`config.mk`:
```
export PLATFORM = sky130hd
export DESIGN_NAME = sdsp_ctrl
export DESIGN_NICKNAME = d
export VERILOG_FILES = /design/src/hw/sdsp_pkg.sv /design/src/hw/sdsp_shuf_if.sv /design/src/hw/sdsp_ctrl.sv /design/src/hw/sdsp_shuffler.sv
export SDC_FILE = /design/constraint.sdc
export NUM_CORES = 1
export LEC_CHECK = 0
export ABC_AREA = 1
export BUFFER_PORTS_ARGS = -buffer_cell sky130_fd_sc_hd__buf_4
export CAP_MARGIN = 20
export CORE_AREA = 2 2 214 216
export CTS_CLUSTER_DIAMETER = 150
export DETAILED_ROUTE_END_ITERATION = 6
export DIE_AREA = 0 0 216 218
export SLEW_MARGIN = 20
export SYNTH_ARGS = -nofsm -noshare
export SYNTH_HDL_FRONTEND = slang
export SYNTH_SLANG_ARGS = --single-unit
```
`constraint.sdc`:
```
create_clock -name i_sys_clk -period 14.2 [get_ports i_sys_clk]
set_input_delay 1.42 -clock i_sys_clk [delete_from_list [all_inputs] [get_ports i_sys_clk]]
set_output_delay 1.42 -clock i_sys_clk [all_outputs]
set_load 0.01 [all_outputs]
```
`src/hw/sdsp_pkg.sv`:
```
// constants, register map and types for the shuffler and profile control
package sdsp_pkg;
    // register offsets on the serial register port
    localparam logic [9:0] ADDR_BANDWIDTH = 10'h105;
    localparam logic [9:0] ADDR_CENTER_FREQ = 10'h106;
    localparam logic [9:0] ADDR_MARGIN_LOWER = 10'h107;
    localparam logic [9:0] ADDR_MARGIN_UPPER = 10'h108;
    localparam logic [9:0] ADDR_MARGIN_CENTER = 10'h109;
    localparam logic [9:0] ADDR_DAC_FS = 10'h10a;
    localparam logic [9:0] ADDR_PROFILE_DEFINE = 10'h115;
    localparam logic [9:0] ADDR_CAL_STATUS = 10'h116;
    localparam logic [9:0] ADDR_PROFILE_SELECT = 10'h118;
    localparam logic [9:0] ADDR_THRESH_R12 = 10'h342;
    localparam logic [9:0] ADDR_THRESH_R34 = 10'h343;
    // reset values
    localparam logic [7:0] THRESH_R12_RST = 8'hf5;
    localparam logic [7:0] THRESH_R34_RST = 8'hff;
    localparam logic [3:0] PROFILE_DEFINE_RST = 4'h1;
    localparam logic [1:0] PROFILE_SELECT_RST = 2'h0;
    localparam logic [7:0] BANDWIDTH_RST = 8'h50;
    localparam logic [7:0] CENTER_FREQ_RST = 8'h00;
    localparam logic [7:0] MARGIN_LOWER_RST = 8'h05;
    localparam logic [7:0] MARGIN_UPPER_RST = 8'h05;
    localparam logic [7:0] MARGIN_CENTER_RST = 8'h00;
    localparam logic [6:0] DAC_FS_RST = 7'h40;
    // field layout
    localparam int NIB_LO = 0;
    localparam int NIB_HI = 4;
    localparam int STATUS_BUSY_BIT = 4;
    localparam logic [3:0] NIBBLE_OFF = 4'hf;
    localparam logic [3:0] THR_ALWAYS = 4'h0;
    localparam int NUM_PROFILES = 4;
    localparam int NUM_ELEMENTS = 16;
    localparam int QCODE_W = 5;
    localparam logic [4:0] QCODE_OFFSET = 5'h08;
    // timing
    localparam logic [4:0] HOLD_CYCLES = 5'h10;
    localparam logic [11:0] CAL_CYCLES = 12'h100;
    localparam int CLK_MHZ = 40;
    localparam int PROFILE_SWITCH_NS = 1000;
    localparam int PROFILE_SWITCH_CYCLES = PROFILE_SWITCH_NS * CLK_MHZ / 1000;
    // element selection sequence
    localparam logic [15:0] LFSR_SEED = 16'hace1;
    // dac full-scale current in microamps is full value times code over 64
    localparam logic [11:0] DAC_FULL_UA = 12'hfa0;
    localparam int DAC_CODE_SHIFT = 6;
    typedef enum logic [1:0] {CAL_IDLE, CAL_CHECK, CAL_RUN} sdsp_cal_e;
endpackage

```
`src/hw/sdsp_shuf_if.sv`:
```
// carrier between profile control and the element shuffler
`timescale 1ns/10ps
interface sdsp_shuf_if;
    logic [3:0] thr;
    logic [1:0] rate;
    logic signed [4:0] qcode;
    logic active;
    logic [15:0] elements;
    modport ctrl(output thr, output rate, output qcode, input active, input elements);
    modport shuf(input thr, input rate, input qcode, output active, output elements);
endinterface

```
`src/hw/sdsp_ctrl.sv`:
```
// shuffler threshold registers, profile store and calibration sequencer
`timescale 1ns/10ps
module sdsp_ctrl
    import sdsp_pkg::*;
(
    input wire logic i_sys_clk, // converter clock
    input wire logic i_nrst, // asynchronous reset, low active
    input wire logic i_reg_wr, // register write strobe
    input wire logic i_reg_rd, // register read strobe
    input wire logic [9:0] i_reg_addr, // register offset
    input wire logic [7:0] i_reg_wdata, // write data
    input wire logic i_init_start, // start initialization calibration
    input wire logic signed [4:0] i_qcode, // quantizer output code
    output logic [7:0] o_reg_rdata, // read data, valid after read
    output logic o_reg_rvalid, // read data valid pulse
    output logic [15:0] o_elements, // unit element enables to dacs
    output logic o_shuffle_active, // shuffler active
    output logic [1:0] o_profile, // active profile index
    output logic [7:0] o_bandwidth, // active bandwidth
    output logic [7:0] o_center_frequency, // active center frequency
    output logic [7:0] o_margin_lower, // active lower edge extension
    output logic [7:0] o_margin_upper, // active upper edge extension
    output logic [7:0] o_margin_center, // active center offset
    output logic [6:0] o_dac_full_scale_current, // active dac code
    output logic [11:0] o_dac_current_ua, // dac full-scale current, microamps
    output logic o_cal_busy, // calibration running
    output logic [1:0] o_cal_profile // profile being calibrated
);
    logic rst_ff1;
    logic rst_n;
    logic [7:0] thresh_rate12;
    logic [7:0] thresh_rate34;
    logic [3:0] profile_define;
    logic [1:0] profile_select;
    logic [3:0] cal_done;
    sdsp_cal_e cal_state;
    sdsp_cal_e next_cal_state;
    logic [1:0] cal_idx;
    logic [11:0] cal_cnt;
    logic [7:0] bw_mem [NUM_PROFILES];
    logic [7:0] cf_mem [NUM_PROFILES];
    logic [7:0] ml_mem [NUM_PROFILES];
    logic [7:0] mu_mem [NUM_PROFILES];
    logic [7:0] mc_mem [NUM_PROFILES];
    logic [6:0] dac_mem [NUM_PROFILES];
    logic wr_bw;
    logic wr_cf;
    logic wr_ml;
    logic wr_mu;
    logic wr_mc;
    logic wr_dac;
    logic [3:0] nib_r1;
    logic [3:0] nib_r2;
    logic [3:0] nib_r3;
    logic [3:0] nib_r4;
    logic [3:0] next_thr;
    logic [1:0] next_rate;
    logic [7:0] next_rdata;
    logic [18:0] dac_product;
    logic cal_last;
    sdsp_shuf_if shuf_bus();

    // reset release through two flops
    always_ff @(posedge i_sys_clk or negedge i_nrst) begin
        if (!i_nrst) begin
            rst_ff1 <= 1'b0;
            rst_n <= 1'b0;
        end else begin
            rst_ff1 <= 1'b1;
            rst_n <= rst_ff1;
        end
    end

    // write decode
    assign wr_bw = i_reg_wr && (i_reg_addr == ADDR_BANDWIDTH);
    assign wr_cf = i_reg_wr && (i_reg_addr == ADDR_CENTER_FREQ);
    assign wr_ml = i_reg_wr && (i_reg_addr == ADDR_MARGIN_LOWER);
    assign wr_mu = i_reg_wr && (i_reg_addr == ADDR_MARGIN_UPPER);
    assign wr_mc = i_reg_wr && (i_reg_addr == ADDR_MARGIN_CENTER);
    assign wr_dac = i_reg_wr && (i_reg_addr == ADDR_DAC_FS);

    always_ff @(posedge i_sys_clk or negedge rst_n) begin
        if (!rst_n) begin
            thresh_rate12 <= THRESH_R12_RST;
            thresh_rate34 <= THRESH_R34_RST;
            profile_define <= PROFILE_DEFINE_RST;
            profile_select <= PROFILE_SELECT_RST;
        end else if (i_reg_wr) begin
            if (i_reg_addr == ADDR_THRESH_R12) begin
                thresh_rate12 <= i_reg_wdata;
            end
            if (i_reg_addr == ADDR_THRESH_R34) begin
                thresh_rate34 <= i_reg_wdata;
            end
            if (i_reg_addr == ADDR_PROFILE_DEFINE) begin
                profile_define <= i_reg_wdata[3:0];
            end
            if (i_reg_addr == ADDR_PROFILE_SELECT) begin
                profile_select <= i_reg_wdata[1:0];
            end
        end
    end

    // parameter writes land in the profile currently selected
    genvar gp;
    generate
        for (gp = 0; gp < NUM_PROFILES; gp++) begin : g_prof
            always_ff @(posedge i_sys_clk or negedge rst_n) begin
                if (!rst_n) begin
                    bw_mem[gp] <= BANDWIDTH_RST;
                    cf_mem[gp] <= CENTER_FREQ_RST;
                    ml_mem[gp] <= MARGIN_LOWER_RST;
                    mu_mem[gp] <= MARGIN_UPPER_RST;
                    mc_mem[gp] <= MARGIN_CENTER_RST;
                    dac_mem[gp] <= DAC_FS_RST;
                end else if (profile_select == 2'(gp)) begin
                    if (wr_bw) begin
                        bw_mem[gp] <= i_reg_wdata;
                    end
                    if (wr_cf) begin
                        cf_mem[gp] <= i_reg_wdata;
                    end
                    if (wr_ml) begin
                        ml_mem[gp] <= i_reg_wdata;
                    end
                    if (wr_mu) begin
                        mu_mem[gp] <= i_reg_wdata;
                    end
                    if (wr_mc) begin
                        mc_mem[gp] <= i_reg_wdata;
                    end
                    if (wr_dac) begin
                        dac_mem[gp] <= i_reg_wdata[6:0];
                    end
                end
            end
        end
    endgenerate

    // first nibble not off picks the rate, else shuffler is off
    assign nib_r1 = thresh_rate12[NIB_LO +: 4];
    assign nib_r2 = thresh_rate12[NIB_HI +: 4];
    assign nib_r3 = thresh_rate34[NIB_LO +: 4];
    assign nib_r4 = thresh_rate34[NIB_HI +: 4];

    always_comb begin
        next_thr = NIBBLE_OFF;
        next_rate = 2'h0;
        if (nib_r1 != NIBBLE_OFF) begin
            next_thr = nib_r1;
            next_rate = 2'h0;
        end else if (nib_r2 != NIBBLE_OFF) begin
            next_thr = nib_r2;
            next_rate = 2'h1;
        end else if (nib_r3 != NIBBLE_OFF) begin
            next_thr = nib_r3;
            next_rate = 2'h2;
        end else if (nib_r4 != NIBBLE_OFF) begin
            next_thr = nib_r4;
            next_rate = 2'h3;
        end
    end

    always_ff @(posedge i_sys_clk or negedge rst_n) begin
        if (!rst_n) begin
            shuf_bus.thr <= NIBBLE_OFF;
            shuf_bus.rate <= 2'h0;
            shuf_bus.qcode <= 5'sh00;
        end else begin
            shuf_bus.thr <= next_thr;
            shuf_bus.rate <= next_rate;
            shuf_bus.qcode <= i_qcode;
        end
    end

    sdsp_shuffler u_shuffler (
        .i_clk(i_sys_clk),
        .i_rst_n(rst_n),
        .sh(shuf_bus)
    );

    assign o_elements = shuf_bus.elements;
    assign o_shuffle_active = shuf_bus.active;

    // calibration walks profiles 0 to 3, running marked ones
    assign cal_last = (cal_idx == 2'(NUM_PROFILES - 1));

    always_comb begin
        next_cal_state = cal_state;
        case (cal_state)
            CAL_IDLE: begin
                if (i_init_start) begin
                    next_cal_state = CAL_CHECK;
                end
            end
            CAL_CHECK: begin
                if (profile_define[cal_idx]) begin
                    next_cal_state = CAL_RUN;
                end else if (cal_last) begin
                    next_cal_state = CAL_IDLE;
                end
            end
            CAL_RUN: begin
                if (cal_cnt == CAL_CYCLES) begin
                    next_cal_state = cal_last ? CAL_IDLE : CAL_CHECK;
                end
            end
            default: begin
                next_cal_state = CAL_IDLE;
            end
        endcase
    end

    always_ff @(posedge i_sys_clk or negedge rst_n) begin
        if (!rst_n) begin
            cal_state <= CAL_IDLE;
        end else begin
            cal_state <= next_cal_state;
        end
    end

    always_ff @(posedge i_sys_clk or negedge rst_n) begin
        if (!rst_n) begin
            cal_idx <= 2'h0;
            cal_cnt <= 12'h000;
        end else if (cal_state == CAL_IDLE) begin
            cal_idx <= 2'h0;
            cal_cnt <= 12'h000;
        end else if (cal_state == CAL_CHECK) begin
            cal_cnt <= 12'h000;
            if (!profile_define[cal_idx]) begin
                cal_idx <= cal_idx + 2'h1;
            end
        end else if (cal_cnt == CAL_CYCLES) begin
            cal_cnt <= 12'h000;
            cal_idx <= cal_idx + 2'h1;
        end else begin
            cal_cnt <= cal_cnt + 12'h001;
        end
    end

    // done bits cleared by a new initialization
    always_ff @(posedge i_sys_clk or negedge rst_n) begin
        if (!rst_n) begin
            cal_done <= 4'h0;
        end else if (cal_state == CAL_IDLE && i_init_start) begin
            cal_done <= 4'h0;
        end else if (cal_state == CAL_RUN && cal_cnt == CAL_CYCLES) begin
            cal_done[cal_idx] <= 1'b1;
        end
    end

    always_ff @(posedge i_sys_clk or negedge rst_n) begin
        if (!rst_n) begin
            o_cal_busy <= 1'b0;
            o_cal_profile <= 2'h0;
        end else begin
            o_cal_busy <= (next_cal_state != CAL_IDLE);
            o_cal_profile <= cal_idx;
        end
    end

    // active profile outputs: two cycles after the select write strobe;
    // no clock, decimation or link setting lives in the profile store
    assign dac_product = 19'(dac_mem[profile_select]) * 19'(DAC_FULL_UA);

    always_ff @(posedge i_sys_clk or negedge rst_n) begin
        if (!rst_n) begin
            o_profile <= PROFILE_SELECT_RST;
            o_bandwidth <= BANDWIDTH_RST;
            o_center_frequency <= CENTER_FREQ_RST;
            o_margin_lower <= MARGIN_LOWER_RST;
            o_margin_upper <= MARGIN_UPPER_RST;
            o_margin_center <= MARGIN_CENTER_RST;
            o_dac_full_scale_current <= DAC_FS_RST;
            o_dac_current_ua <= 12'h000;
        end else begin
            o_profile <= profile_select;
            o_bandwidth <= bw_mem[profile_select];
            o_center_frequency <= cf_mem[profile_select];
            o_margin_lower <= ml_mem[profile_select];
            o_margin_upper <= mu_mem[profile_select];
            o_margin_center <= mc_mem[profile_select];
            o_dac_full_scale_current <= dac_mem[profile_select];
            o_dac_current_ua <= dac_product[DAC_CODE_SHIFT +: 12];
        end
    end

    // register read mux, parameters shown for the selected profile
    always_comb begin
        next_rdata = 8'h00;
        case (i_reg_addr)
            ADDR_BANDWIDTH: next_rdata = bw_mem[profile_select];
            ADDR_CENTER_FREQ: next_rdata = cf_mem[profile_select];
            ADDR_MARGIN_LOWER: next_rdata = ml_mem[profile_select];
            ADDR_MARGIN_UPPER: next_rdata = mu_mem[profile_select];
            ADDR_MARGIN_CENTER: next_rdata = mc_mem[profile_select];
            ADDR_DAC_FS: next_rdata = {1'b0, dac_mem[profile_select]};
            ADDR_PROFILE_DEFINE: next_rdata = {4'h0, profile_define};
            ADDR_CAL_STATUS: next_rdata = {3'h0, o_cal_busy, cal_done};
            ADDR_PROFILE_SELECT: next_rdata = {6'h00, profile_select};
            ADDR_THRESH_R12: next_rdata = thresh_rate12;
            ADDR_THRESH_R34: next_rdata = thresh_rate34;
            default: next_rdata = 8'h00;
        endcase
    end

    always_ff @(posedge i_sys_clk or negedge rst_n) begin
        if (!rst_n) begin
            o_reg_rdata <= 8'h00;
            o_reg_rvalid <= 1'b0;
        end else begin
            o_reg_rvalid <= i_reg_rd;
            if (i_reg_rd) begin
                o_reg_rdata <= next_rdata;
            end
        end
    end
endmodule

```
`src/hw/sdsp_shuffler.sv`:
```
// adaptive element shuffler: gating, pacing and randomised element map
`timescale 1ns/10ps
module sdsp_shuffler
    import sdsp_pkg::*;
(
    input wire logic i_clk, // converter clock
    input wire logic i_rst_n, // synchronised reset, low active
    sdsp_shuf_if.shuf sh // control and element map
);
    logic [3:0] mag;
    logic trig;
    logic tick;
    logic [4:0] hold;
    logic [1:0] pace;
    logic [15:0] lfsr;
    logic [3:0] offset;
    logic active;
    logic [4:0] level;
    logic [15:0] therm;
    logic [31:0] doubled;
    logic [15:0] rotated;

    assign mag = sh.qcode[4] ? 4'(-sh.qcode) : sh.qcode[3:0];
    assign trig = (sh.thr != NIBBLE_OFF) &&
        ((sh.thr == THR_ALWAYS) || (mag >= sh.thr));
    assign tick = (pace >= sh.rate);
    assign level = sh.qcode + QCODE_OFFSET;

    genvar gi;
    generate
        for (gi = 0; gi < NUM_ELEMENTS; gi++) begin : g_therm
            assign therm[gi] = (level > 5'(gi));
        end
    endgenerate

    assign doubled = {therm, therm};
    assign rotated = doubled[offset +: 16];

    always_ff @(posedge i_clk or negedge i_rst_n) begin
        if (!i_rst_n) begin
            hold <= 5'h00;
        end else if (sh.thr == NIBBLE_OFF) begin
            hold <= 5'h00;
        end else if (trig) begin
            hold <= HOLD_CYCLES;
        end else if (hold != 5'h00) begin
            hold <= hold - 5'h01;
        end
    end

    assign active = trig || (hold != 5'h00);

    always_ff @(posedge i_clk or negedge i_rst_n) begin
        if (!i_rst_n) begin
            pace <= 2'h0;
        end else begin
            pace <= tick ? 2'h0 : pace + 2'h1;
        end
    end

    always_ff @(posedge i_clk or negedge i_rst_n) begin
        if (!i_rst_n) begin
            lfsr <= LFSR_SEED;
        end else if (tick) begin
            lfsr <= {lfsr[14:0], lfsr[15] ^ lfsr[13] ^ lfsr[12] ^ lfsr[10]};
        end
    end

    always_ff @(posedge i_clk or negedge i_rst_n) begin
        if (!i_rst_n) begin
            offset <= 4'h0;
        end else if (!active) begin
            offset <= 4'h0;
        end else if (tick) begin
            offset <= lfsr[3:0];
        end
    end

    always_ff @(posedge i_clk or negedge i_rst_n) begin
        if (!i_rst_n) begin
            sh.elements <= 16'h0000;
            sh.active <= 1'b0;
        end else begin
            sh.elements <= rotated;
            sh.active <= active;
        end
    end
endmodule

```
==> results of run 1 <==
-- critical path: cells and delay by family (launching register included) --
family | cells | cell delay (ns)
adder cells (fa/ha/maj) | 5 | 2.01
buffers and inverters | 5 | 1.55
AND/OR/NAND/NOR | 7 | 0.99
flip-flops | 1 | 0.39
XOR/XNOR | 1 | 0.17
AO/OA/AOI/OAI | 1 | 0.12
-- cells by family after synthesis --
group	count (synthesis)	synth area share, %
XOR/XNOR	21	1.04
AND/OR/NAND/NOR	1178	27.8
multiplexers	1	0.0635
adder cells (fa/ha/maj)	70	5.70
flip-flops	359	51.1
buffers and inverters	236	5.59
AO/OA/AOI/OAI	285	8.67
other	1	0.0211
-- metal layers --
metal  track usage (%)  up-vias  wire (um)
met1              28.5     6951      21700
li1                  -     7089          -
met4              7.33        0       1400
met2              32.7      400      21900
met3              3.18       74       2630
met5                 0        -          0
-- area by class of cell --
class | instances | share of cell area, %
timing repair buffer | 130 | 4.83
clock inverter | 15 | 1.50
tap | 600 | 3.67
sequential | 359 | 44.3
multi-input combinational | 1556 | 37.5
inverter | 143 | 2.62
antenna | 1 | 0.0122
clock buffer | 61 | 5.57
-- worst max path at each step --
stage / from / to / slack, ns / cells past startpoint
final: profile_select[0] / o_dac_current_ua[11] / 8.82 / 19
after floorplan: rst_n / bw_mem[0] / 3.56 / 0
after CTS: profile_select[1] / o_dac_current_ua[11] / 8.79 / 17
after global routing: profile_select[0] / o_dac_current_ua[11] / 8.47 / 19
after global placement: profile_select[1] / o_dac_current_ua[11] / 8.89 / 17
after detailed placement: profile_select[1] / o_dac_current_ua[11] / 8.81 / 17
-- cells in the mapped netlist (4+ instances only) --
cell type  count  share of area [%]
a21oi_1       33               0.93
a31oi_1        5               0.18
buf_1          8               0.17
buf_2         27               0.76
buf_6          9               0.57
clkbuf_1      48                1.0
dfrtp_1      297                 42
dfstp_2       62                9.2
fa_1          18                2.0
ha_1          52                3.7
inv_1        137                2.9
nand2_1      807                 17
nand2_2        8               0.28
nand2_4        7               0.44
nand3_1      188                5.3
nand4_1       25               0.88
nor2_1       114                2.4
nor2_4         7               0.44
nor3_1         8               0.23
o21ai_0      173                4.9
o21ai_1       43                1.2
o21ai_2       16               0.79
o311ai_0       4               0.20
xnor2_1        8               0.40
xor2_1        13               0.64
-- registers in the layout, indices dropped and copies added, names as in the netlist, 12 cells and up --
register	flops
u_shuffler.lfsr	16
cal_cnt	12
dac_mem	28
o_dac_current_ua	12
mc_mem	32
mu_mem	32
cf_mem	32
u_shuffler.sh.elements	16
bw_mem	32
ml_mem	32
-- per-stage QoR --
stage / cell area [sq um] / utilization, %
3_5_place_dp: 19000 / 42.4
5_1_grt: 20500 / 45.6
6_report: 20500 / 45.6
4_1_cts: 20500 / 45.6
2_1_floorplan: 17700 / -
3_3_place_gp: 19000 / 42.4
-- where the power goes --
part	switching, W	total, W	leakage (nW)	internal, W
Sequential	0.00000991	0.00105	4.65	0.00104
Combinational	0.0000889	0.000126	4.89	0.0000371
Clock	0.000433	0.00114	0.696	0.000705
Total	0.000532	0.00231	10.2	0.00178
==> run_summary.xml, run 1 <==
<?xml version="1.0" encoding="UTF-8"?>
<metrics>
  <group name="pwr">
    <metric name="power_leakage" unit="nW">10.2</metric>
    <metric name="total_power" unit="W">0.00231</metric>
    <metric name="powerDensity" unit="nW/um^2">113</metric>
    <metric name="worst_ir_drop_vdd" unit="mV">0.0827</metric>
  </group>
  <group name="placement">
    <metric name="gp_routability_congestion" unit="">0.882</metric>
    <metric name="post-dp-hpwl" unit="mm">32.7</metric>
    <metric name="placement.io_buffers" unit="">117</metric>
    <metric name="dpl.cell_count" unit="">2788</metric>
    <metric name="preCtsSetupSlack" unit="ns">8.81</metric>
  </group>
  <group name="global_route">
    <metric name="first_global_vias" unit="">13915</metric>
    <metric name="number_of_antenna_violations_at_the_first_check_in_global_routing" unit="">2</metric>
    <metric name="grt_overflow" unit="">0</metric>
    <metric name="grt_first_pass_wirelength" unit="mm">76.1</metric>
    <metric name="grt_start_max_net_pins" unit="">180</metric>
    <metric name="groute.usage.overall" unit="%">20.5</metric>
  </group>
  <group name="sta">
    <metric name="maxClockFrequency" unit="MHz">186</metric>
    <metric name="timing.final.setup_violations" unit="">0</metric>
    <metric name="finalHoldViolCount" unit="">0</metric>
    <metric name="relSlewSlack" unit="%">27.9</metric>
    <metric name="fin_crit_sh" unit="%">37.9</metric>
    <metric name="grt_setup_unrepaired" unit="">false</metric>
    <metric name="timing.hold.ws" unit="ns">0.347</metric>
    <metric name="final_critical_path_setup_slack" unit="ns">8.82</metric>
    <metric name="tns" unit="ns">0</metric>
    <metric name="slew_viols_final" unit="">0</metric>
    <metric name="finalCriticalPeriod" unit="ns">5.38</metric>
    <metric name="final.setup_skew" unit="ns">0.0186</metric>
    <metric name="tightestPinTransition" unit="ns">1.08</metric>
  </group>
  <group name="logic_synthesis">
    <metric name="netlist_area" unit="sq um">17700</metric>
    <metric name="predominant_post_synthesis_flop_cell" unit="">dfrtp_1</metric>
    <metric name="synth_edf_count" unit="">0</metric>
    <metric name="yosys_warnings" unit="">0</metric>
    <metric name="syn-instance-count" unit="">2151</metric>
    <metric name="synthesis.area_per_instance" unit="sq um">8.25</metric>
    <metric name="ff_latch_count_synth" unit="">359</metric>
    <metric name="sequential_fraction_of_the_synthesis_area" unit="%">51.1</metric>
    <metric name="synth_cell_types" unit="">44</metric>
    <metric name="synth_fp_nets" unit="">2249</metric>
    <metric name="ys_async_sr_fraction" unit="%">100</metric>
  </group>
  <group name="worst_setup_path">
    <metric name="cp_cell_sequence" unit="">inv_1 -&gt; buf_4 -&gt; nor2_2 -&gt; buf_4 -&gt; nand2_1 -&gt; nand2_1 -&gt; nor2_1 -&gt; inv_1 -&gt; ha_1 -&gt; fa_1 -&gt; fa_1 -&gt; inv_1 -&gt; ha_1 -&gt; ha_1 -&gt; nand2_1 -&gt; nor2_1 -&gt; nand3_1 -&gt; o2111ai_1 -&gt; xor2_1</metric>
    <metric name="worst_ep_required_time" unit="ns">14.68</metric>
    <metric name="regToRegEndpoint" unit="">o_dac_current_ua[11]</metric>
    <metric name="timing.critical_path.from_type" unit="">flip-flop</metric>
    <metric name="cp_slowest_cell" unit="">fa_1</metric>
    <metric name="cp.arrival" unit="ns">5.86</metric>
    <metric name="criticalPathCategory" unit="">flip-flop to flip-flop</metric>
    <metric name="r2r_setup_slack" unit="ns">8.82</metric>
    <metric name="timing.critical_path.to_type" unit="">flip-flop</metric>
    <metric name="reg2reg_path_depth" unit="">19</metric>
    <metric name="crit_path_max_fanout" unit="">27</metric>
    <metric name="timing.rr.start" unit="">profile_select[0]</metric>
    <metric name="max_stage_delay" unit="ns">0.54</metric>
  </group>
  <group name="layout">
    <metric name="post_route_non_filler_standard_cell_count" unit="">2865</metric>
    <metric name="layout.cells.most_common" unit="">nand2_1</metric>
    <metric name="n_fill_cell" unit="">4438</metric>
    <metric name="seqCellArea" unit="sq um">9070</metric>
    <metric name="syn_to_final_growth" unit="%">15.5</metric>
    <metric name="drive_gt1_share" unit="%">13.5</metric>
    <metric name="final_cell_mix" unit="">807 x nand2_1, 295 x dfrtp_1, 188 x nand3_1</metric>
    <metric name="combined_area_of_the_multi_input_logic_cells" unit="sq um">7690</metric>
    <metric name="final_nets" unit="">2329</metric>
  </group>
  <group name="cts">
    <metric name="cts_buffers" unit="">41</metric>
    <metric name="htree_num_levels" unit="">2</metric>
    <metric name="numClockSinks" unit="">359</metric>
    <metric name="total_setup_buffers_inserted_after_cts" unit="">0</metric>
    <metric name="clock_network_latency_to_the_later_pin_of_the_worst_skew_pair" unit="ns">0.58</metric>
    <metric name="cts.clk_slew.worst_paths" unit="ns">0.06</metric>
    <metric name="tritoncts" unit="">yes</metric>
    <metric name="cts.path.max_buffers" unit="">3</metric>
    <metric name="ctsHoldBuffers" unit="">0</metric>
    <metric name="clk_root_buffer_cell" unit="">clkbuf_16</metric>
    <metric name="cts-resized-gates" unit="">0</metric>
  </group>
  <group name="floorplanning">
    <metric name="floorplan.die.height" unit="um">218</metric>
    <metric name="initial_utilization" unit="%">39.5</metric>
    <metric name="core_region_area" unit="sq um">44900</metric>
    <metric name="io_pins" unit="">118</metric>
    <metric name="dieWidth" unit="um">216</metric>
    <metric name="row_count" unit="">78</metric>
    <metric name="die_area" unit="sq um">47100</metric>
  </group>
  <group name="worst_hold_path">
    <metric name="kind_of_path_behind_the_tightest_hold_check" unit="">flip-flop to asynchronous set/reset pin</metric>
  </group>
  <group name="routing">
    <metric name="wl_per_cell" unit="um">16.6</metric>
    <metric name="detail_route.wirelength" unit="mm">47.6</metric>
    <metric name="dr.pass1.iters" unit="">6</metric>
    <metric name="route.vias.total" unit="">14514</metric>
    <metric name="post_drt_via_cell_ratio" unit="">5.07</metric>
    <metric name="route.antenna.remaining_nets" unit="">0</metric>
    <metric name="drt_drc_violations_left" unit="">0</metric>
    <metric name="iter_0_drt_violations" unit="">1213</metric>
  </group>
  <group name="flow_run">
    <metric name="maxCapViolCount" unit="">0</metric>
  </group>
  <group name="outcome">
    <metric name="status" unit="">completed</metric>
  </group>
</metrics>
Note: power is estimated with default switching activity, not from simulation.
==> inputs of run 2 (changes only) <==
--- a/config.mk
+++ b/config.mk
@@ -5,13 +5,13 @@
 export SDC_FILE = /design/constraint.sdc
 export NUM_CORES = 1
 export LEC_CHECK = 0
-export ABC_AREA = 1
+export ABC_AREA = 0
 export BUFFER_PORTS_ARGS = -buffer_cell sky130_fd_sc_hd__buf_4
 export CAP_MARGIN = 20
-export CORE_AREA = 2 2 214 216
+export CORE_AREA = 2 2 212 214
 export CTS_CLUSTER_DIAMETER = 150
 export DETAILED_ROUTE_END_ITERATION = 6
-export DIE_AREA = 0 0 216 218
+export DIE_AREA = 0 0 214 216
 export SLEW_MARGIN = 20
 export SYNTH_ARGS = -nofsm -noshare
 export SYNTH_HDL_FRONTEND = slang
==> constraint.sdc (replaced) <==
create_clock -name i_sys_clk -period 4.7 [get_ports i_sys_clk]
set_input_delay 0.47 -clock i_sys_clk [delete_from_list [all_inputs] [get_ports i_sys_clk]]
set_output_delay 0.47 -clock i_sys_clk [all_outputs]
set_load 0.01 [all_outputs]
==> run 2 against run 1 <==
  * Fmax is 20% higher
  * Die area is 1.8% lower
  * First-iteration DRC count is 48% lower
  * Global-route usage is 1.6 points lower
  * Worst setup slack worse by 8.6 ns
  * Via count is 23% lower
  * Sequential cell count stayed put
  * Critical endpoint unchanged
  * Highest routed layer unchanged
==> run_summary.xml, run 2 <==
<?xml version="1.0" encoding="UTF-8"?>
<metrics>
  <group name="outcome">
    <metric name="status" unit="">completed</metric>
  </group>
  <group name="layout">
    <metric name="final_core_utilization" unit="%">46.5</metric>
    <metric name="n_fill_cell" unit="">3935</metric>
    <metric name="design_area" unit="sq um">20400</metric>
    <metric name="final_cell_mix" unit="">294 x dfrtp_1, 207 x mux2_2, 132 x buf_4</metric>
    <metric name="final_nets" unit="">1550</metric>
    <metric name="syn_to_final_growth" unit="%">16.8</metric>
    <metric name="drive_gt1_share" unit="%">37.8</metric>
    <metric name="layout.cells.most_common" unit="">dfrtp_1</metric>
  </group>
  <group name="cts">
    <metric name="numClockSinks" unit="">359</metric>
    <metric name="cts_buffers" unit="">40</metric>
    <metric name="cts.path.max_buffers" unit="">3</metric>
    <metric name="clk_root_buffer_cell" unit="">clkbuf_16</metric>
    <metric name="tritoncts" unit="">yes</metric>
    <metric name="htree_num_levels" unit="">2</metric>
    <metric name="cts.clk_slew.worst_paths" unit="ns">0.06</metric>
    <metric name="clock_network_latency_to_the_later_pin_of_the_worst_skew_pair" unit="ns">0.56</metric>
  </group>
  <group name="worst_hold_path">
    <metric name="kind_of_path_behind_the_tightest_hold_check" unit="">input pin to flip-flop</metric>
  </group>
  <group name="worst_setup_path">
    <metric name="regToRegEndpoint" unit="">o_dac_current_ua[11]</metric>
    <metric name="cp.arrival" unit="ns">4.97</metric>
    <metric name="reg2reg_path_depth" unit="">13</metric>
    <metric name="cp_cell_sequence" unit="">mux4_2 -&gt; fa_1 -&gt; fa_1 -&gt; inv_1 -&gt; fa_1 -&gt; fa_1 -&gt; inv_1 -&gt; ha_4 -&gt; o21a_1 -&gt; o31a_1 -&gt; or4_1 -&gt; and3_1 -&gt; a211oi_2</metric>
    <metric name="worst_ep_required_time" unit="ns">5.18</metric>
    <metric name="max_stage_delay" unit="ns">0.56</metric>
    <metric name="criticalPathCategory" unit="">flip-flop to flip-flop</metric>
    <metric name="r2r_setup_slack" unit="ns">0.21</metric>
    <metric name="timing.critical_path.from_type" unit="">flip-flop</metric>
    <metric name="critical_path.startpoint" unit="">profile_select[0]</metric>
    <metric name="timing.critical_path.to_type" unit="">flip-flop</metric>
    <metric name="timing.critical_path.to" unit="">o_dac_current_ua[11]</metric>
    <metric name="crit_path_max_fanout" unit="">5</metric>
    <metric name="crit_path_frequent_cell" unit="">fa_1</metric>
    <metric name="timing.rr.start" unit="">profile_select[0]</metric>
    <metric name="cp_slowest_cell" unit="">mux4_2</metric>
  </group>
  <group name="logic_synthesis">
    <metric name="synth_top_family_by_area" unit="">multiplexers</metric>
    <metric name="synth_cell_types" unit="">84</metric>
    <metric name="post-synth-top-count-cell" unit="">dfrtp_1</metric>
    <metric name="netlist_top_cells_count" unit="">297 x dfrtp_1, 207 x mux2_2, 107 x nand2_1, 62 x dfstp_2, 59 x inv_1</metric>
    <metric name="synthesis.area_per_instance" unit="sq um">13.0</metric>
    <metric name="synth_compound_gate_area_share" unit="%">5.71</metric>
    <metric name="ys_async_sr_fraction" unit="%">100</metric>
    <metric name="sequential_fraction_of_the_synthesis_area" unit="%">52.0</metric>
    <metric name="synthDominantAreaCellType" unit="">dfrtp_1</metric>
    <metric name="synth_fp_nets" unit="">1442</metric>
    <metric name="ff_latch_count_synth" unit="">359</metric>
    <metric name="synthesized_area_fraction_occupied_by_xor_and_xnor_cells" unit="%">1.51</metric>
    <metric name="synth.area.mux_share" unit="%">22.7</metric>
    <metric name="synth_top_cells_by_area" unit="">dfrtp_1 43%, mux2_2 13%, dfstp_2 9.3%</metric>
    <metric name="yosys_warnings" unit="">0</metric>
    <metric name="synthSimpleGateAreaFrac" unit="%">9.23</metric>
    <metric name="synth_edf_count" unit="">0</metric>
    <metric name="predominant_post_synthesis_flop_cell" unit="">dfrtp_1</metric>
    <metric name="syn-instance-count" unit="">1344</metric>
    <metric name="synth-adder-area-share" unit="%">5.85</metric>
    <metric name="area_share_of_the_largest_cell_type_after_synthesis" unit="%">42.6</metric>
    <metric name="netlist_area" unit="sq um">17400</metric>
  </group>
  <group name="floorplanning">
    <metric name="die_area" unit="sq um">46200</metric>
    <metric name="dieWidth" unit="um">214</metric>
    <metric name="core_region_area" unit="sq um">43800</metric>
    <metric name="io_pins" unit="">118</metric>
    <metric name="floorplan.die.height" unit="um">216</metric>
    <metric name="initial_utilization" unit="%">39.8</metric>
    <metric name="row_count" unit="">77</metric>
  </group>
  <group name="sta">
    <metric name="timing.final.setup_violations" unit="">0</metric>
    <metric name="fin_crit_sh" unit="%">95.5</metric>
    <metric name="final.setup_skew" unit="ns">0.0163</metric>
    <metric name="maxClockFrequency" unit="MHz">223</metric>
    <metric name="slew_viols_final" unit="">0</metric>
    <metric name="tightestPinTransition" unit="ns">1.08</metric>
    <metric name="tns" unit="ns">0</metric>
    <metric name="finalHoldViolCount" unit="">0</metric>
    <metric name="relSlewSlack" unit="%">27.4</metric>
    <metric name="finalCriticalPeriod" unit="ns">4.49</metric>
    <metric name="grt_setup_unrepaired" unit="">false</metric>
  </group>
  <group name="global_route">
    <metric name="number_of_antenna_violations_at_the_first_check_in_global_routing" unit="">3</metric>
    <metric name="first_global_vias" unit="">11476</metric>
    <metric name="grt_overflow" unit="">0</metric>
    <metric name="groute.usage.overall" unit="%">18.9</metric>
    <metric name="grt_start_max_net_pins" unit="">109</metric>
    <metric name="grt_first_pass_wirelength" unit="mm">68.0</metric>
  </group>
  <group name="routing">
    <metric name="route.vias.total" unit="">11204</metric>
    <metric name="dr.pass1.iters" unit="">7</metric>
    <metric name="detail_route.wirelength" unit="mm">43.2</metric>
    <metric name="route.antenna.remaining_nets" unit="">0</metric>
    <metric name="wl_per_cell" unit="um">20.8</metric>
    <metric name="drt_drc_violations_left" unit="">0</metric>
    <metric name="iter_0_drt_violations" unit="">633</metric>
    <metric name="post_drt_via_cell_ratio" unit="">5.39</metric>
  </group>
  <group name="placement">
    <metric name="placement.io_buffers" unit="">117</metric>
    <metric name="post-dp-hpwl" unit="mm">30.0</metric>
    <metric name="post_dp_cell_area" unit="sq um">18900</metric>
    <metric name="gp_routability_congestion" unit="">0.884</metric>
  </group>
  <group name="pwr">
    <metric name="powerDensity" unit="nW/um^2">341</metric>
    <metric name="worst_ir_drop_vdd" unit="mV">0.293</metric>
    <metric name="total_power" unit="W">0.00695</metric>
    <metric name="power_leakage" unit="nW">9.53</metric>
  </group>
  <group name="flow_run">
    <metric name="maxCapViolCount" unit="">0</metric>
  </group>
</metrics>
-- run 2: changes by cell type in the layout (fill, tap and decap cells not counted), sizes merged, moves of 12 or more --
cell | previous run | this run
a22oi | 0 | 12
nand2b | 0 | 14
mux2i | 0 | 41
inv | 140 | 60
nand4 | 25 | 12
o21ai | 232 | 23
nand2 | 822 | 119
xnor2 | 8 | 22
mux2 | 1 | 213
nand3 | 188 | 18
nor2 | 124 | 51
and3 | 0 | 12
mux4 | 0 | 51
-- run 2: power by group --
group | switching (W) | internal [W]
sequential | 0.0000670 | 0.00316
clock | 0.00128 | 0.00197
combinational | 0.000281 | 0.000189
-- run 2: critical path, delay by kind of cell, from the launching register on --
kind                       cells  cell delay [ns]
adders and majority gates      5             2.26
and+or+nand+nor                2             0.61
muxes                          1             0.56
DFF                            1             0.48
AOI/OAI and AO/OA              3             0.40
buffers and inverters          2             0.12
-- run 2: worst min-delay path by stage --
stage	depth (start not counted)	endpoint	start
3_3_place_gp	1	rst_ff1	i_nrst
6_report	1	shuf_bus.qcode[2]	i_qcode[2]
2_1_floorplan	0	rst_ff1	i_nrst
3_5_place_dp	1	rst_ff1	i_nrst
5_1_grt	1	shuf_bus.qcode[2]	i_qcode[2]
4_1_cts	1	shuf_bus.qcode[2]	i_qcode[2]
-- run 2: cell families after synthesis --
logic type,count (synthesis)
other,1
XOR/XNOR,30
flip-flops,359
buffers and inverters,130
AO/OA/AOI/OAI,146
multiplexers,305
AND/OR/NAND/NOR,302
adder cells (fa/ha/maj),71
-- run 2: area by class of cell --
class | count | area (sq um) | area share [%]
Antenna cell | 4 | 10.0 | 0.0491
Tap cell | 592 | 741 | 3.64
Multi-Input combinational cell | 855 | 7900 | 38.8
Inverter | 60 | 229 | 1.12
Sequential cell | 359 | 9070 | 44.5
Clock buffer | 61 | 1190 | 5.84
Timing Repair Buffer | 136 | 1050 | 5.16
Clock inverter | 12 | 184 | 0.903
-- run 2: repair_timing --
action | 4_1_cts | 5_1_grt
hold endpoints to repair | 2 | 0
gates resized for setup | 0 | 6
setup buffers | 0 | 0
endpoints found under the setup margin | 0 | 2
hold buffers | 1 | 0
-- run 2: per-stage QoR --
step	instances	hold slack, ns	setup WS [ns]
2_1_floorplan	1344	0.174	0.00229
3_3_place_gp	2001	0.253	0.121
3_5_place_dp	2001	0.254	0.0558
4_1_cts	2075	0.00168	0.0562
5_1_grt	2075	0.0134	0.0531
6_report	2079	0.0309	0.210
-- run 2: layer usage --
| metal | track usage, % | part of all wire, % | wire, um | vias to the layer above |
|---|---|---|---|---|
| met4 | 6.90 | 2.8 | 1220 | 0 |
| met2 | 30.6 | 47 | 20400 | 294 |
| met1 | 25.7 | 44 | 19100 | 5763 |
| met3 | 3.27 | 5.9 | 2530 | 79 |
| li1 | - | - | - | 5068 |
| met5 | 0 | 0 | 0 | - |
